--- src/inc/hbp_pkg.sv ---
// shared constants, state type and byte lane helpers for the host bus port
package hbp_pkg;

  // ***************************************************************
  // widths
  // ***************************************************************
  localparam int DATA_W = 32;
  localparam int LANES = 4;
  localparam int ADDR_HI = 15;
  localparam int ADDR_LO = 1;
  localparam int DEC_LO = 4;
  localparam int DEC_W = ADDR_HI - DEC_LO + 1;
  // lclk, mode, ads, cycle, dir, rd, wr, io, be[4], addr[15], data[32]
  localparam int SYNC_W = 8 + LANES + (ADDR_HI - ADDR_LO + 1) + DATA_W;

  // ***************************************************************
  // active-low byte enable patterns
  // ***************************************************************
  localparam logic [3:0] BE_NONE = 4'hF;
  localparam logic [3:0] BE_DWORD = 4'h0;
  localparam logic [3:0] BE_LOW = 4'hC;
  localparam logic [3:0] BE_HIGH = 4'h3;
  localparam logic [3:0] BE_B0 = 4'hE;
  localparam logic [3:0] BE_B1 = 4'hD;
  localparam logic [3:0] BE_B2 = 4'hB;
  localparam logic [3:0] BE_B3 = 4'h7;
  localparam logic [1:0] BE_ISA_OFF = 2'h3;
  localparam logic [3:0] LANES_OFF = 4'h0;
  localparam logic [DATA_W-1:0] DATA_ZERO = 32'h0000_0000;

  // ***************************************************************
  // access sequencer states
  // ***************************************************************
  typedef enum logic [2:0] {
    ST_IDLE, ST_RD_WAIT, ST_RD_HOLD, ST_WR_STROBE, ST_WR_WAIT,
    ST_LB_WAIT, ST_LB_DONE, ST_LB_READY
  } hbp_state_t;

  // legal lane patterns; isa mode sees only the lower two enables
  function automatic logic hbp_be_legal(input logic [3:0] be_n, input logic isa);
    logic ok;
    ok = 1'b0;
    if (isa) begin
      ok = (be_n[1:0] != BE_ISA_OFF);
    end else begin
      case (be_n)
        BE_DWORD, BE_LOW, BE_HIGH, BE_B0, BE_B1, BE_B2, BE_B3: ok = 1'b1;
        default: ok = 1'b0;
      endcase
    end
    return ok;
  endfunction

endpackage

--- src/rtl/hbp_sync.sv ---
// three-stage input synchroniser that accepts a bit once stages two and three agree
`timescale 1ns/1ps
module hbp_sync #(
  parameter int W = 8,
  parameter logic [W-1:0] RST_VAL = '0
) (
  input wire logic clk,
  input wire logic rst,
  input wire logic [W-1:0] din,
  output logic [W-1:0] dout
);
  // ***************************************************************
  // state
  // ***************************************************************
  typedef struct packed {
    logic [W-1:0] s1;
    logic [W-1:0] s2;
    logic [W-1:0] s3;
    logic [W-1:0] stable;
  } hbp_sync_st_t;

  hbp_sync_st_t q;
  hbp_sync_st_t d;

  // s1 only feeds s2; the agreement filter looks at s2 and s3
  always_comb begin
    d = q;
    d.s1 = din;
    d.s2 = q.s1;
    d.s3 = q.s2;
    d.stable = (q.s2 & ~(q.s2 ^ q.s3)) | (q.stable & (q.s2 ^ q.s3));
  end

  // reset to idle pin levels so no strobe looks active
  always_ff @(posedge clk) begin
    if (rst) begin
      q <= {RST_VAL, RST_VAL, RST_VAL, RST_VAL};
    end else begin
      q <= d;
    end
  end

  assign dout = q.stable;
endmodule

--- src/rtl/hbp_top.sv ---
// host bus slave port: isa-style async strobes and 32-bit local bus, one sequencer
// Operation
// - isa mode is a sixteen-bit slave, at most two bytes on the low half.
// - address bits one to fifteen select io space and the register.
// - decodes count only while the io qualifier is low.
// - isa reads strobed by active-low read; address valid first, data returned.
// - ready drops at the strobe's leading edge when the access cannot finish.
// - ready rises on the first clock edge after the internal access is done.
// - isa byte lanes chosen by the two lower active-low byte enables.
// - both enables use both lanes; one uses one; unused lane floats or ignored.
// - claim output active while bits fifteen to four match and qualifier low.
// - local bus direction sampled on first bus clock rise with cycle active.
// - local bus address and enables transparent while strobe low, latched on rise.
`timescale 1ns/1ps
module hbp_top
  import hbp_pkg::*;
#(
  parameter logic [hbp_pkg::DEC_W-1:0] DECODE_BASE = 12'h030
) (
  input wire logic MCLK,
  input wire logic SYS_RST,
  input wire logic LOCAL_BUS_MODE_SELECT_N,
  input wire logic BUS_CLK,
  input wire logic [hbp_pkg::ADDR_HI:hbp_pkg::ADDR_LO] HOST_ADDR,
  input wire logic IO_SPACE_QUALIFIER,
  input wire logic ASYNC_READ_STROBE_N,
  input wire logic ASYNC_WRITE_STROBE_N,
  input wire logic [hbp_pkg::LANES-1:0] BYTE_LANE_ENABLE_N,
  input wire logic ADDRESS_LATCH_STROBE_N,
  input wire logic CYCLE_QUALIFIER_N,
  input wire logic ACCESS_DIRECTION,
  input wire logic [hbp_pkg::DATA_W-1:0] DATA_IN,
  output logic [hbp_pkg::DATA_W-1:0] DATA_OUT,
  output logic [hbp_pkg::LANES-1:0] DATA_OE,
  output logic ASYNC_READY_OUT,
  output logic SYNC_READY_N,
  output logic LOCAL_DEVICE_CLAIM_N,
  output logic ACC_REQ,
  output logic ACC_WRITE,
  output logic [hbp_pkg::ADDR_HI:hbp_pkg::ADDR_LO] ACC_ADDR,
  output logic [hbp_pkg::LANES-1:0] ACC_BE,
  output logic [hbp_pkg::DATA_W-1:0] ACC_WDATA,
  input wire logic ACC_DONE,
  input wire logic [hbp_pkg::DATA_W-1:0] ACC_RDATA
);
  import hbp_pkg::*;

  // ***************************************************************
  // pin synchronisation
  // ***************************************************************
  localparam logic [SYNC_W-1:0] SYNC_IDLE = {1'b0, 1'b1, 1'b1, 1'b1, 1'b0, 1'b1, 1'b1, 1'b1,
                                             BE_NONE, {(ADDR_HI-ADDR_LO+1){1'b0}}, DATA_ZERO};

  logic [SYNC_W-1:0] sv;
  logic s_lclk, s_mode_n, s_ads_n, s_cyc_n, s_dir, s_rd_n, s_wr_n, s_io;
  logic [LANES-1:0] s_be_n;
  logic [ADDR_HI:ADDR_LO] s_addr;
  logic [DATA_W-1:0] s_data;

  // one synchroniser for every pin; data skew is filtered per bit
  hbp_sync #(.W(SYNC_W), .RST_VAL(SYNC_IDLE)) u_sync (
    .clk(MCLK),
    .rst(SYS_RST),
    .din({BUS_CLK, LOCAL_BUS_MODE_SELECT_N, ADDRESS_LATCH_STROBE_N, CYCLE_QUALIFIER_N,
          ACCESS_DIRECTION, ASYNC_READ_STROBE_N, ASYNC_WRITE_STROBE_N, IO_SPACE_QUALIFIER,
          BYTE_LANE_ENABLE_N, HOST_ADDR, DATA_IN}),
    .dout(sv)
  );

  assign {s_lclk, s_mode_n, s_ads_n, s_cyc_n, s_dir, s_rd_n, s_wr_n, s_io, s_be_n, s_addr, s_data} = sv;

  // ***************************************************************
  // state
  // ***************************************************************
  typedef struct packed {
    hbp_state_t st;
    logic lclk;
    logic [ADDR_HI:ADDR_LO] lat_addr;
    logic lat_io;
    logic [LANES-1:0] lat_be_n;
    logic [DATA_W-1:0] dout;
    logic [LANES-1:0] oe;
    logic async_ready_out;
    logic srdy_n;
    logic claim_n;
    logic req;
    logic wr;
    logic [ADDR_HI:ADDR_LO] addr;
    logic [LANES-1:0] be;
    logic [DATA_W-1:0] wdata;
  } hbp_top_st_t;

  hbp_top_st_t q;
  hbp_top_st_t d;

  logic isa, lclk_rise, hit, be_ok;
  logic [ADDR_HI:ADDR_LO] dec_addr;
  logic [LANES-1:0] dec_be_n;
  logic dec_io;

  // ***************************************************************
  // decode and sequencer
  // ***************************************************************
  // mode pin high selects isa attachment; local bus grounds it
  always_comb begin
    isa = s_mode_n;
    lclk_rise = s_lclk & ~q.lclk;
    // latch is transparent while the address strobe is low
    dec_addr = isa ? s_addr : (s_ads_n ? q.lat_addr : s_addr);
    dec_io = isa ? s_io : (s_ads_n ? q.lat_io : s_io);
    dec_be_n = isa ? {BE_ISA_OFF, s_be_n[1:0]} : (s_ads_n ? q.lat_be_n : s_be_n);
    hit = !dec_io && (dec_addr[ADDR_HI:DEC_LO] == DECODE_BASE);
    be_ok = hbp_be_legal(dec_be_n, isa);
    d = q;
    d.lclk = s_lclk;
    d.req = 1'b0;
    d.claim_n = !hit;
    if (!s_ads_n) begin
      d.lat_addr = s_addr;
      d.lat_io = s_io;
      d.lat_be_n = s_be_n;
    end
    case (q.st)
      ST_IDLE: begin
        if (isa && hit && be_ok && !s_rd_n) begin
          // a read always waits on the internal side, so stretch at once
          d.async_ready_out = 1'b0;
          d.req = 1'b1;
          d.wr = 1'b0;
          d.addr = dec_addr;
          d.be = ~dec_be_n;
          d.st = ST_RD_WAIT;
        end else if (isa && hit && be_ok && !s_wr_n) begin
          d.addr = dec_addr;
          d.be = ~dec_be_n;
          d.st = ST_WR_STROBE;
        end else if (!isa && lclk_rise && !s_cyc_n && hit && be_ok) begin
          d.wr = s_dir;
          d.wdata = s_data;
          d.addr = dec_addr;
          d.be = ~dec_be_n;
          d.req = 1'b1;
          d.st = ST_LB_WAIT;
        end
      end
      ST_RD_WAIT: begin
        if (ACC_DONE) begin
          d.dout = ACC_RDATA;
          d.oe = q.be;
          d.async_ready_out = 1'b1;
          d.st = ST_RD_HOLD;
        end
      end
      ST_RD_HOLD: begin
        if (s_rd_n) begin
          d.oe = LANES_OFF;
          d.st = ST_IDLE;
        end
      end
      ST_WR_STROBE: begin
        // data tracks the pins while the strobe is low, so the trailing edge keeps the last value;
        // sampling after the strobe rises would lose the host's data hold time
        if (!s_wr_n) begin
          d.wdata = s_data;
        end else begin
          d.wr = 1'b1;
          d.req = 1'b1;
          d.st = ST_WR_WAIT;
        end
      end
      ST_WR_WAIT: begin
        // a new strobe while the write drains must wait
        if (!s_rd_n || !s_wr_n) begin
          d.async_ready_out = 1'b0;
        end
        if (ACC_DONE) begin
          d.async_ready_out = 1'b1;
          d.st = ST_IDLE;
        end
      end
      ST_LB_WAIT: begin
        if (ACC_DONE) begin
          if (!q.wr) begin
            d.dout = ACC_RDATA;
            d.oe = q.be;
          end
          d.st = ST_LB_DONE;
        end
      end
      ST_LB_DONE: begin
        if (lclk_rise) begin
          d.srdy_n = 1'b0;
          d.st = ST_LB_READY;
        end
      end
      ST_LB_READY: begin
        // ready held one bus clock, then the lanes are released
        if (lclk_rise) begin
          d.srdy_n = 1'b1;
          d.oe = LANES_OFF;
          d.st = ST_IDLE;
        end
      end
      default: begin
        d.st = ST_IDLE;
      end
    endcase
  end

  // synchronous reset to an idle, released bus
  always_ff @(posedge MCLK) begin
    if (SYS_RST) begin
      q <= '{st: ST_IDLE, lclk: 1'b0, lat_addr: '0, lat_io: 1'b1, lat_be_n: BE_NONE,
             dout: DATA_ZERO, oe: LANES_OFF, async_ready_out: 1'b1, srdy_n: 1'b1, claim_n: 1'b1,
             req: 1'b0, wr: 1'b0, addr: '0, be: LANES_OFF, wdata: DATA_ZERO};
    end else begin
      q <= d;
    end
  end

  // ***************************************************************
  // outputs, all straight from flops
  // ***************************************************************
  assign DATA_OUT = q.dout;
  assign DATA_OE = q.oe;
  assign ASYNC_READY_OUT = q.async_ready_out;
  assign SYNC_READY_N = q.srdy_n;
  assign LOCAL_DEVICE_CLAIM_N = q.claim_n;
  assign ACC_REQ = q.req;
  assign ACC_WRITE = q.wr;
  assign ACC_ADDR = q.addr;
  assign ACC_BE = q.be;
  assign ACC_WDATA = q.wdata;
endmodule

--- config.mk ---
export PLATFORM = sky130hd
export DESIGN_NAME = hbp_top
export DESIGN_NICKNAME = d
export VERILOG_FILES = /design/src/inc/hbp_pkg.sv /design/src/rtl/hbp_sync.sv /design/src/rtl/hbp_top.sv
export SDC_FILE = /design/constraint.sdc
export NUM_CORES = 1
export LEC_CHECK = 0
export BUFFER_PORTS_ARGS = -buffer_cell sky130_fd_sc_hd__buf_4
export CAP_MARGIN = 20
export CELL_PAD_IN_SITES_DETAIL_PLACEMENT = 2
export CELL_PAD_IN_SITES_GLOBAL_PLACEMENT = 2
export CORE_MARGIN = 2
export CORE_UTILIZATION = 35
export CTS_BUF_LIST = sky130_fd_sc_hd__clkbuf_4 sky130_fd_sc_hd__clkbuf_8 sky130_fd_sc_hd__clkbuf_16
export CTS_CLUSTER_SIZE = 25
export DETAILED_ROUTE_END_ITERATION = 12
export PLACE_DENSITY = 0.76
export RECOVER_POWER = 50
export SYNTH_ARGS = -nofsm -noshare
export SYNTH_HDL_FRONTEND = slang
export SYNTH_HIERARCHICAL = 1
export SYNTH_SLANG_ARGS = --single-unit
export TNS_END_PERCENT = 20
--- constraint.sdc ---
create_clock -name MCLK -period 2.75 [get_ports MCLK]
set_clock_uncertainty 0.1 [all_clocks]
set_input_delay 0.275 -clock MCLK [delete_from_list [all_inputs] [get_ports MCLK]]
set_output_delay 0.275 -clock MCLK [all_outputs]
set_load 0.02 [all_outputs]
* Yosys cells after proc, flatten, opt, wreduce, memory -nomap -nowiden
Cells that the tools add are included.
** Storage, ports and cells
- Flip-flop bits (word level) :: 352
- Input bits :: 94
- Output and inout port bits :: 92
- Word-level logic and storage cells :: 135
** Operators by class
- Equal/unequal tests :: 32
- Mux-type cells :: 43
- Bitwise gates (word level) :: 8
- Reductions and logical operators :: 33
** Operators by type and width (number)
- 32-bit case mux with 2 select lines :: 2
- 59-bit AND :: 2
- 32-bit two-way mux :: 3
- 36-bit two-way mux :: 2
- 59-bit NOT :: 1
- 59-bit OR :: 1
- 59-bit XOR :: 1
- 53-bit two-way mux :: 1
- 37-bit two-way mux :: 1
- 15-bit two-way mux :: 2
- 3-bit two-way mux :: 10
- 2-bit inequality test, second input constant :: 12
- 3-bit case mux with 8 select lines :: 1
- 21-bit two-way mux :: 1
- 19-bit two-way mux :: 1
- 4-bit == test, second input constant :: 4
- 4-bit two-way mux :: 4
- 4-bit case mux with 4 select lines :: 1
- 12-bit by 6-bit == test with 1-bit output, second input constant :: 1
- 3-bit == test, second input constant :: 4
- 4-bit AND reduction :: 3
- 1-bit logical AND :: 9
- 1-bit two-way mux :: 9
- 3-bit inequality test, second input constant :: 3
- other kinds (26) :: 37

* Logic depth before layout (Yosys ltp)
Gate-level depths: netlist (run 1).
- Depth after elaboration :: 11
- Depth in mapped cells :: 10
- Mapped depth without buffers :: 6

* Cells and area by module
Netlist (run 1), hierarchy kept.
** Modules (own cells, without submodules)
- hbp_sync :: times used 1, cells each 676, area an instance 7243.2 um^2, seq. area each 4724.5 um^2
- hbp_top :: times used 1, cells each 616, area an instance 5520.3 um^2, seq. area each 2322.2 um^2

* Worst setup path after synthesis (run 1)
Ideal clock, no wire load.
- Kind :: register to register
- Start :: register (tool-made name)
- End :: register q (netlist bit ACC_ADDR[1])
- Library setup time :: 70 ps
- Arrival :: 2185 ps
- Required time :: 2580 ps
- Slack :: 395 ps
- Stages on the path, launching flop included :: 11
- Path buffers :: 4
- Period minus slack after synthesis :: 2355 ps
- Cells stage by stage :: dfxtp_1 > buf_4 > buf_6 > nor2b_4 > buf_6 > or4_4 > o21ai_4 > nand4_4 > buf_6 > or3_1 > a21oi_1
** RTL lines
- to (signal assigned) :: line hbp_top.sv:213 : q <= '{st: ST_IDLE, lclk: 1'b0, lat_addr: '0, lat_io: 1'b1, lat_be_n: BE_NONE,
- to (decl) :: line hbp_top.sv:93 : hbp_top_st_t q;

==> qor.txt, run 1 <==
=========================================================================
Status                                                       finished clean
Final weighted congestion in routability-driven placement           0.718
Total CTS buffers                                                      40
Total power divided by cell area                               699 mW/mm²
Post-Route Utilization                                              0.442
CTS sink count                                                        352
Total vias in the final route                                        8824
Clock Latency Late Sink                                            540 ps
Core Box Area                                                  0.0357 mm²
Biggest fanout along the worst timing path                             13
Placed instance count                                                1749
Area growth from synthesis to final layout                          23.8%
R2R setup slack                                                     90 ps
HPWL reported at the end of detailed placement                    18.8 mm
IO Pins                                                               186
Global-route wire length before repair                            50.0 mm
Total Die Area                                                 0.0380 mm²
Initial core utilization                                            0.357
Endpoints failing setup                                                 0
Mean cell area of the mapped netlist                             9.88 µm²
Detailed router's first-iteration violation count                     270
Height of the die                                                  195 µm
Synth Flop Type                                                   dfxtp_1
Root Driver                                                     clkbuf_16
Antenna diode instance count                                            0
Via count of the first global-routing pass                           9483
Number of max-cap violations                                            0
Critical path data arrival time                                   3010 ps
Post-synth cell types                                                  49
Sequential share of the synthesized area                            0.552
Count of buffers inserted at the top-level ports                      185
Number of core rows                                                    69
Hold path startpoint                                              SYS_RST
Endpoint of the worst hold path                              u_sync/d[135]
Cell area after synthesis                                      0.0128 mm²
Clock transition at the registers of the reported paths             60 ps
Warnings from Yosys                                                     6
Non-filler instance count after layout                               1912
Number of hold-slack violations in the final timing report              0
Antenna violations before repair                                        0
Number of flops mapped to enable cells by yosys                         0
Worst-margin pin slew                                              945 ps
Max-slew headroom at the worst pin                                  0.369
Ratio of final minimum period to clock period                       0.966
Nature of the critical path startpoint                          flip-flop
Crit path time final                                              2660 ps
RSZ-0062 raised after global routing                                 true
CP required                                                       3100 ps
Layout cells sized above 1                                          0.221
Fill cell count                                                      3751
Terminus of the critical flop-to-flop path                      ACC_BE[0]
Average detailed-routed wire length per instance                  16.1 µm
H-tree Lvls                                                             2
FF-to-FF path depth                                                     8
Maximum buffer depth of the clock tree                                  3
Area of the multi-input gates                                 0.00431 mm²
Final layout net count                                               1519
Antenna Nets Post-Route                                                 0
Post-synth ARST share                                                   0
Type of element capturing the critical path                     flip-flop
Synthesized instance count                                           1292
Leakage power total                                               6.39 nW
Highest clock rate                                                376 MHz
Total negative slack                                                 0 ps
Maximum vdd ir drop                                                413 µV
Global router's overall resource usage                              0.161
Largest net degree at the start of global routing                     101
Post-Syn Nets                                                        1386
Count of unresolved DRC violations after routing                        0
Max Slew Vio Count                                                      0
Total Wirelength                                                  30.7 mm
TritonCTS clock tree                                                 done
Die Span X                                                         195 µm
Number of instances resized during post-cts repair                      0
Number of detailed-route iterations in the first pass                   4
Hold Path Cell Cnt                                                      2
Sequential cell area                                          0.00705 mm²
Critical path class                                          flip-flop to flip-flop
Vias/cell                                                            4.62
Hold crit path type                                          input port to flip-flop
Register bit count reported by yosys                                  352
GR Overflow Total                                                       0
=========================================================================
==> cells in the mapped netlist, types with 3 or more instances <==
cell type	count	area [µm²]
mux2i_1	53	531
o21ai_0	60	300
buf_1	3	11.3
nor3b_1	11	82.6
clkbuf_1	28	105
or2_2	30	188
and3_1	3	18.8
dfxtp_1	352	7050
nor2b_1	156	976
or4_1	3	22.5
nand2_1	129	484
a211oi_1	13	97.6
or3_1	5	31.3
a211o_1	5	43.8
nor2_1	31	116
buf_6	6	67.6
nand2b_1	74	463
nand3_1	6	30.0
buf_2	26	130
inv_1	3	11.3
a21oi_1	98	490
nor3_1	15	75.1
buf_4	146	1100
nand4_1	3	18.8
nor4_1	3	18.8
==> critical path: stages, from the launching register on <==
cell and delay [ps]:
dfxtp_1 430, nor2b_4 80, buf_4 170, or4_4 490
o21ai_4 220, nand4_4 190, buf_4 260, or3_2 480
a21oi_1 140
==> kinds of logic after synthesis <==
logic type | after synthesis | share of synthesized area
xor+xnor | 1 | 0.000686
flops | 352 | 0.552
buf+inv | 213 | 0.112
mux | 55 | 0.0433
simple gates | 483 | 0.209
compound gates | 188 | 0.0830
==> cell usage in the layout (no fill, tap or decap), drive strengths merged, types with 3 or more instances in the layout <==
| cell | Yosys | routed |
|---|---|---|
| nor3 | 15 | 15 |
| nand4 | 4 | 4 |
| and3 | 3 | 3 |
| nor2b | 157 | 157 |
| nand2b | 74 | 74 |
| o21ai | 61 | 61 |
| clkbuf | 29 | 66 |
| nor2 | 31 | 31 |
| nor4 | 3 | 3 |
| or4 | 4 | 4 |
| nand3 | 6 | 6 |
| dlygate4sd3 | 0 | 91 |
| inv | 3 | 3 |
| bufinv | 0 | 3 |
| a21oi | 98 | 98 |
| or3 | 6 | 6 |
| dfxtp | 352 | 352 |
| nor3b | 11 | 11 |
| or2 | 30 | 30 |
| a211o | 5 | 5 |
| clkinv | 0 | 7 |
| buf | 181 | 201 |
| mux2i | 53 | 53 |
| a211oi | 13 | 13 |
| nand2 | 129 | 129 |
==> per-layer routing <==
layer	GRT usage	vias up	share of wire
li1	-	4337	-
met4	0.0472	0	0.021
met1	0.185	4275	0.42
met5	0	-	0
met3	0.0300	52	0.037
met2	0.303	160	0.52
==> layout make-up <==
cell class	count	share of cell area
flip-flops and latches	352	0.446
multi-input cells	728	0.272
repair buffers	300	0.160
clock buffers	58	0.0765
well taps	461	0.0365
clock inverters	10	0.00863
inverters	3	0.000712
==> report_power, final <==
group	internal [W]	leakage (nW)	switching [W]	total (W)
Clock	0.00332	0.679	0.00206	0.00538
Sequential	0.00521	2.87	0.0000437	0.00525
Combinational	0.000256	2.84	0.000162	0.000418
==> timing repair <==
| action | 4_1_cts | 5_1_grt |
|---|---|---|
| buffers inserted | 3 | 0 |
| cloned | 1 | 0 |
| endpoints found under the hold margin | 91 | 0 |
| endpoints found under the setup margin | 13 | 6 |
| hold buffers | 91 | 0 |
==> worst max path at each step <==
stage	cells after the start	endpoint	from
after global routing	8	ACC_BE[0]	flip-flop
after CTS	6	ACC_WDATA[1]	flip-flop
after detailed placement	7	ACC_WDATA[24]	flip-flop
after global placement	7	ACC_WDATA[20]	flip-flop
after floorplan	10	ACC_ADDR[1]	flip-flop
final	8	ACC_BE[0]	flip-flop
==> through the flow <==
step | hold slack (ps) | setup WS, ps | area (µm²) | power, W
floorplan | 279 | 395 | 12800 | 0.00552
global placement | 295 | -61.4 | 13500 | 0.00567
detailed placement | 296 | -164 | 13500 | 0.00568
CTS | 73.4 | 55.5 | 15800 | 0.0112
global route | 97.3 | -46.7 | 15800 | 0.0115
finish | 66.0 | 93.4 | 15800 | 0.0111
(Power assumes the default switching activity.)
==> run 2: changes to the inputs <==
CTS_BUF_LIST = sky130_fd_sc_hd__clkbuf_4   (was sky130_fd_sc_hd__clkbuf_4 sky130_fd_sc_hd__clkbuf_8 sky130_fd_sc_hd__clkbuf_16)
REMOVE_ABC_BUFFERS = 1   (was not set)
==> run 2 against run 1 <==
The run now ends with capacitance limit, slew limit left. Count of clock-buffer cells in the layout rose by 83. Total power down 6.2%. Die area is the same. Critical path depth increased by 1. Sequential power about the same.
==> qor.txt, run 2 (synthesis results as in run 1) <==
=========================================================================
Status                                                       finished with violations
Violations in the final reports                              capacitance limit, slew limit
Nature of the critical path startpoint                          flip-flop
Hold crit path type                                          input port to flip-flop
Height of the die                                                  195 µm
Average detailed-routed wire length per instance                  16.6 µm
Number of max-cap violations                                            2
Number of hold-slack violations in the final timing report              0
Area growth from synthesis to final layout                          24.5%
Worst-margin pin slew                                             1540 ps
Final layout net count                                               1591
H-tree Lvls                                                             3
Global-route wire length before repair                            54.3 mm
Setup Slack @ Placement                                           48.9 ps
Total negative slack                                                 0 ps
HPWL reported at the end of detailed placement                    17.8 mm
Count of unresolved DRC violations after routing                        0
Ratio of final minimum period to clock period                       0.936
Smallest setup slack after layout                                  177 ps
Largest net degree at the start of global routing                     108
Total vias in the final route                                        9372
Area of the multi-input gates                                 0.00429 mm²
Root Driver                                                      clkbuf_4
Post-Route Utilization                                              0.445
Antenna violations before repair                                        6
Critical path data arrival time                                   3080 ps
Biggest fanout along the worst timing path                              9
Global router's overall resource usage                              0.176
Vias/cell                                                            4.61
Maximum vdd ir drop                                                385 µV
Final weighted congestion in routability-driven placement           0.719
Most frequent cells in the layout                            352 x dfxtp_1, 193 x buf_4, 156 x nor2b_1, 141 x clkbuf_4, 129 x nand2_1
Sequential cell area                                          0.00705 mm²
Fill cell count                                                      3739
Via count of the first global-routing pass                          10600
Highest clock rate                                                389 MHz
Critical path class                                          flip-flop to flip-flop
Detailed router's first-iteration violation count                     275
Antenna Nets Post-Route                                                 0
Total Die Area                                                 0.0380 mm²
Total CTS buffers                                                      97
GR Overflow Total                                                       0
Type of element capturing the critical path                     flip-flop
Max-slew headroom at the worst pin                                -0.0236
CTS sink count                                                        352
Count of buffers inserted at the top-level ports                      185
Total power divided by cell area                               652 mW/mm²
Number of core rows                                                    69
Endpoints failing setup                                                 0
Layout cells sized above 1                                          0.253
Crit path time final                                              2570 ps
IO Pins                                                               186
Clock Latency Late Sink                                            770 ps
Most common cell after layout, fill and taps aside                dfxtp_1
Initial core utilization                                            0.357
Maximum buffer depth of the clock tree                                  3
Leakage power total                                               6.53 nW
Number of detailed-route iterations in the first pass                   4
Core Box Area                                                  0.0357 mm²
Max Slew Vio Count                                                    124
Total Wirelength                                                  33.8 mm
CP required                                                       3260 ps
Die Span X                                                         195 µm
Clock transition at the registers of the reported paths             60 ps
TritonCTS clock tree                                                 done
=========================================================================
## run 2: cell count changes in the layout (fill, tap and decap cells not counted), moves of 2 or more
| cell | delta |
|---|---|
| bufinv_16 | -2 |
| diode_2 | +6 |
| clkbuf_8 | -6 |
| clkinv_2 | -5 |
| clkbuf_1 | +3 |
| clkbuf_2 | +2 |
| clkbuf_16 | -40 |
| buf_4 | -4 |
| dlygate4sd3_1 | +17 |
| clkbuf_4 | +124 |
| clkinv_1 | +22 |
| clkinv_4 | +2 |
| clkinvlp_4 | +2 |
## run 2: worst paths after layout
path / startpoint / endpoint / slack [ps] / cells after the start
setup / recovery: flip-flop / ACC_WDATA[4] / 180 / 9
hold reg to reg: u_sync/d[167] / u_sync/d[108] / 270 / 1
hold / removal: IO_SPACE_QUALIFIER / u_sync/d[169] / 160 / 3
setup reg to reg: flip-flop / ACC_WDATA[4] / 180 / 9
## run 2: final cells by class
| cell class | count | area share |
|---|---|---|
| repair buffers | 316 | 0.172 |
| diodes | 6 | 0.000945 |
| clock inverters | 29 | 0.00968 |
| well taps | 461 | 0.0363 |
| flip-flops and latches | 352 | 0.443 |
| clock buffers | 141 | 0.0666 |
| inverters | 3 | 0.000708 |
| multi-input cells | 727 | 0.270 |
## run 2: worst max-delay path, stage by stage (launching register included)
cell	delay (ps)
dfxtp_1	380
nor2b_4	170
buf_4	170
or4_4	490
o21ai_4	210
nand4_4	210
a2bb2oi_4	230
buf_12	150
clkbuf_16	180
mux2i_1	130
## run 2: timing repair
item / 4_1_cts / 5_1_grt
pin swaps: 0 / 1
endpoints found under the hold margin: 143 / 0
setup buffers: 2 / 5
resized for setup: 0 / 1
setup endpoints to repair: 2 / 28
gates cloned: 0 / 3
hold buffers: 108 / 0
## run 2: through the flow
step	hold slack, ps	power (W)	cell area (µm²)	std cells
3_3_place_gp	292	0.00567	13500	1740
6_report	159	0.0104	15900	2035
4_1_cts	40.2	0.0105	15800	2021
2_1_floorplan	244	0.00545	11300	1082
3_5_place_dp	298	0.00568	13500	1741
5_1_grt	76.6	0.0109	15900	2033
## run 2: power breakdown
part	internal (W)	total (W)	switching (W)
combinational	0.000270	0.000444	0.000174
sequential	0.00521	0.00526	0.0000484
clock	0.00244	0.00467	0.00222
total	0.00792	0.0104	0.00245
## run 2: routing by layer
layer	global-route usage	vias up	share of wire
li1	-	4559	-
met1	0.198	4560	0.42
met2	0.318	201	0.52
met3	0.0495	50	0.040
met4	0.0619	2	0.018
met5	0	-	0.00032
==> run 3: changes to the inputs <==
CORE_ASPECT_RATIO = 0.7   (was not set)
==> run 3 against run 2 <==
The run still ends with capacitance limit, slew limit left. Critical path type unchanged. Largest power group unchanged. Utilization is 0.85 points lower. Sequential cell count stayed put. Die area hardly changed. Sequential power hardly changed. Routed wire length is 6.8% lower. Setup slack better by 1.7 ps.
==> qor.txt, run 3 (synthesis results as in run 1) <==
=========================================================================
Number of detailed-route iterations in the first pass                   4
Placed instance count                                                1761
Antenna violations before repair                                        2
Initial core utilization                                            0.355
Finished Cell Area                                             0.0157 mm²
Post-CTS setup-driven buffer insertion count                            0
Terminus of the critical flop-to-flop path                   ACC_WDATA[24]
Violations in the final reports                              capacitance limit, slew limit
Maximum vdd ir drop                                                332 µV
RSZ-0062 raised after global routing                                false
Clock transition at the registers of the reported paths             70 ps
Total power divided by cell area                               646 mW/mm²
Endpoints failing setup                                                 0
Detailed router's first-iteration violation count                     236
Most common cell after layout, fill and taps aside                dfxtp_1
Ratio of final minimum period to clock period                       0.935
Max Slew Vio Count                                                     87
Critical path class                                          flip-flop to flip-flop
Largest net degree at the start of global routing                      89
Leakage power total                                               6.41 nW
Non-filler instance count after layout                               2020
Fill cell count                                                      3832
Root Driver                                                      clkbuf_4
Via count of the first global-routing pass                          10200
Vias/cell                                                            4.54
Maximum buffer depth of the clock tree                                  3
Number of max-cap violations                                            1
Type of element capturing the critical path                     flip-flop
TritonCTS clock tree                                                 done
Total negative slack                                                 0 ps
Area growth from synthesis to final layout                          22.8%
Most frequent cells in the layout                            352 x dfxtp_1, 192 x buf_4, 156 x nor2b_1, 130 x clkbuf_4, 129 x nand2_1
Die Span X                                                         232 µm
Global router's overall resource usage                              0.167
Crit path time final                                              2570 ps
Count of unresolved DRC violations after routing                        0
Hold crit path type                                          input port to flip-flop
Hold path startpoint                                         BYTE_LANE_ENABLE_N[2]
R2R setup slack                                                    180 ps
Antenna Nets Post-Route                                                 0
Total Wirelength                                                  31.5 mm
Height of the die                                                  164 µm
Number of instances resized during post-cts repair                      0
HPWL reported at the end of detailed placement                    18.5 mm
Hold Path Cell Cnt                                                      3
Global-route wire length before repair                            50.8 mm
Post-Route Utilization                                              0.436
Clock Latency Late Sink                                            760 ps
Endpoint of the worst hold path                              u_sync/d[167]
Biggest fanout along the worst timing path                             32
Average detailed-routed wire length per instance                  15.6 µm
Max-slew headroom at the worst pin                                 -0.202
Worst-margin pin slew                                             1800 ps
CP required                                                       3300 ps
CTS sink count                                                        352
Total Die Area                                                 0.0380 mm²
Final weighted congestion in routability-driven placement           0.760
Standard cell area after detailed placement                    0.0135 mm²
Total CTS buffers                                                      91
Count of buffers inserted at the top-level ports                      185
Hold-fix buffers at CTS                                               105
Number of core rows                                                    58
Nature of the critical path startpoint                          flip-flop
FF-to-FF path depth                                                     7
Final layout net count                                               1573
Hold WS                                                            142 ps
GR Overflow Total                                                       0
Status                                                       finished with violations
Core Box Area                                                  0.0359 mm²
Highest clock rate                                                389 MHz
IO Pins                                                               186
Layout cells sized above 1                                          0.247
Critical path data arrival time                                   3130 ps
Total vias in the final route                                        9174
H-tree Lvls                                                             3
Number of hold-slack violations in the final timing report              0
=========================================================================
run 3: final cells by class:
class | count | area (µm²) | area share
multi-input combinational | 727 | 4290 | 0.274
clock inverter | 22 | 144 | 0.00918
tap | 480 | 601 | 0.0383
sequential | 352 | 7050 | 0.450
inverter | 3 | 11.3 | 0.000719
timing repair buffer | 304 | 2590 | 0.166
antenna | 2 | 5.00 | 0.000319
clock buffer | 130 | 976 | 0.0623
run 3: how the worst max path moves through the flow:
| stage | start | to | slack (ps) |
|---|---|---|---|
| after floorplan | flip-flop | ACC_WDATA[0] | -730 |
| after global placement | flip-flop | ACC_WDATA[21] | 320 |
| after detailed placement | flip-flop | ACC_WDATA[24] | 200 |
| after CTS | flip-flop | ACC_WDATA[24] | 190 |
| after global routing | flip-flop | ACC_WDATA[8] | 30 |
| final | flip-flop | ACC_WDATA[24] | 180 |
run 3: stage by stage:
stage	total power, W	setup WS, ps
2_1_floorplan	0.00545	-728
6_report	0.0101	179
3_3_place_gp	0.00567	318
3_5_place_dp	0.00569	204
5_1_grt	0.0107	27.6
4_1_cts	0.0103	186
run 3: critical path, stage by stage, from the launching register on:
cell and delay (ps):
dfxtp_1 340, nor2b_4 330, a21oi_1 140, or4b_4 600, nand4_4 220, a2bb2oi_4 190
buf_12 280, mux2i_1 270
run 3: per-layer routing:
layer,share of wire,global-route usage
met5,0,0
met4,0.021,0.0568
met3,0.047,0.0498
met2,0.50,0.295
met1,0.43,0.191
run 3: power breakdown:
part           total [W]  leakage (nW)  internal, W  switching (W)
Sequential       0.00525          2.87      0.00521      0.0000440
Combinational   0.000442          2.87     0.000270       0.000172
Clock            0.00443         0.668      0.00235        0.00209
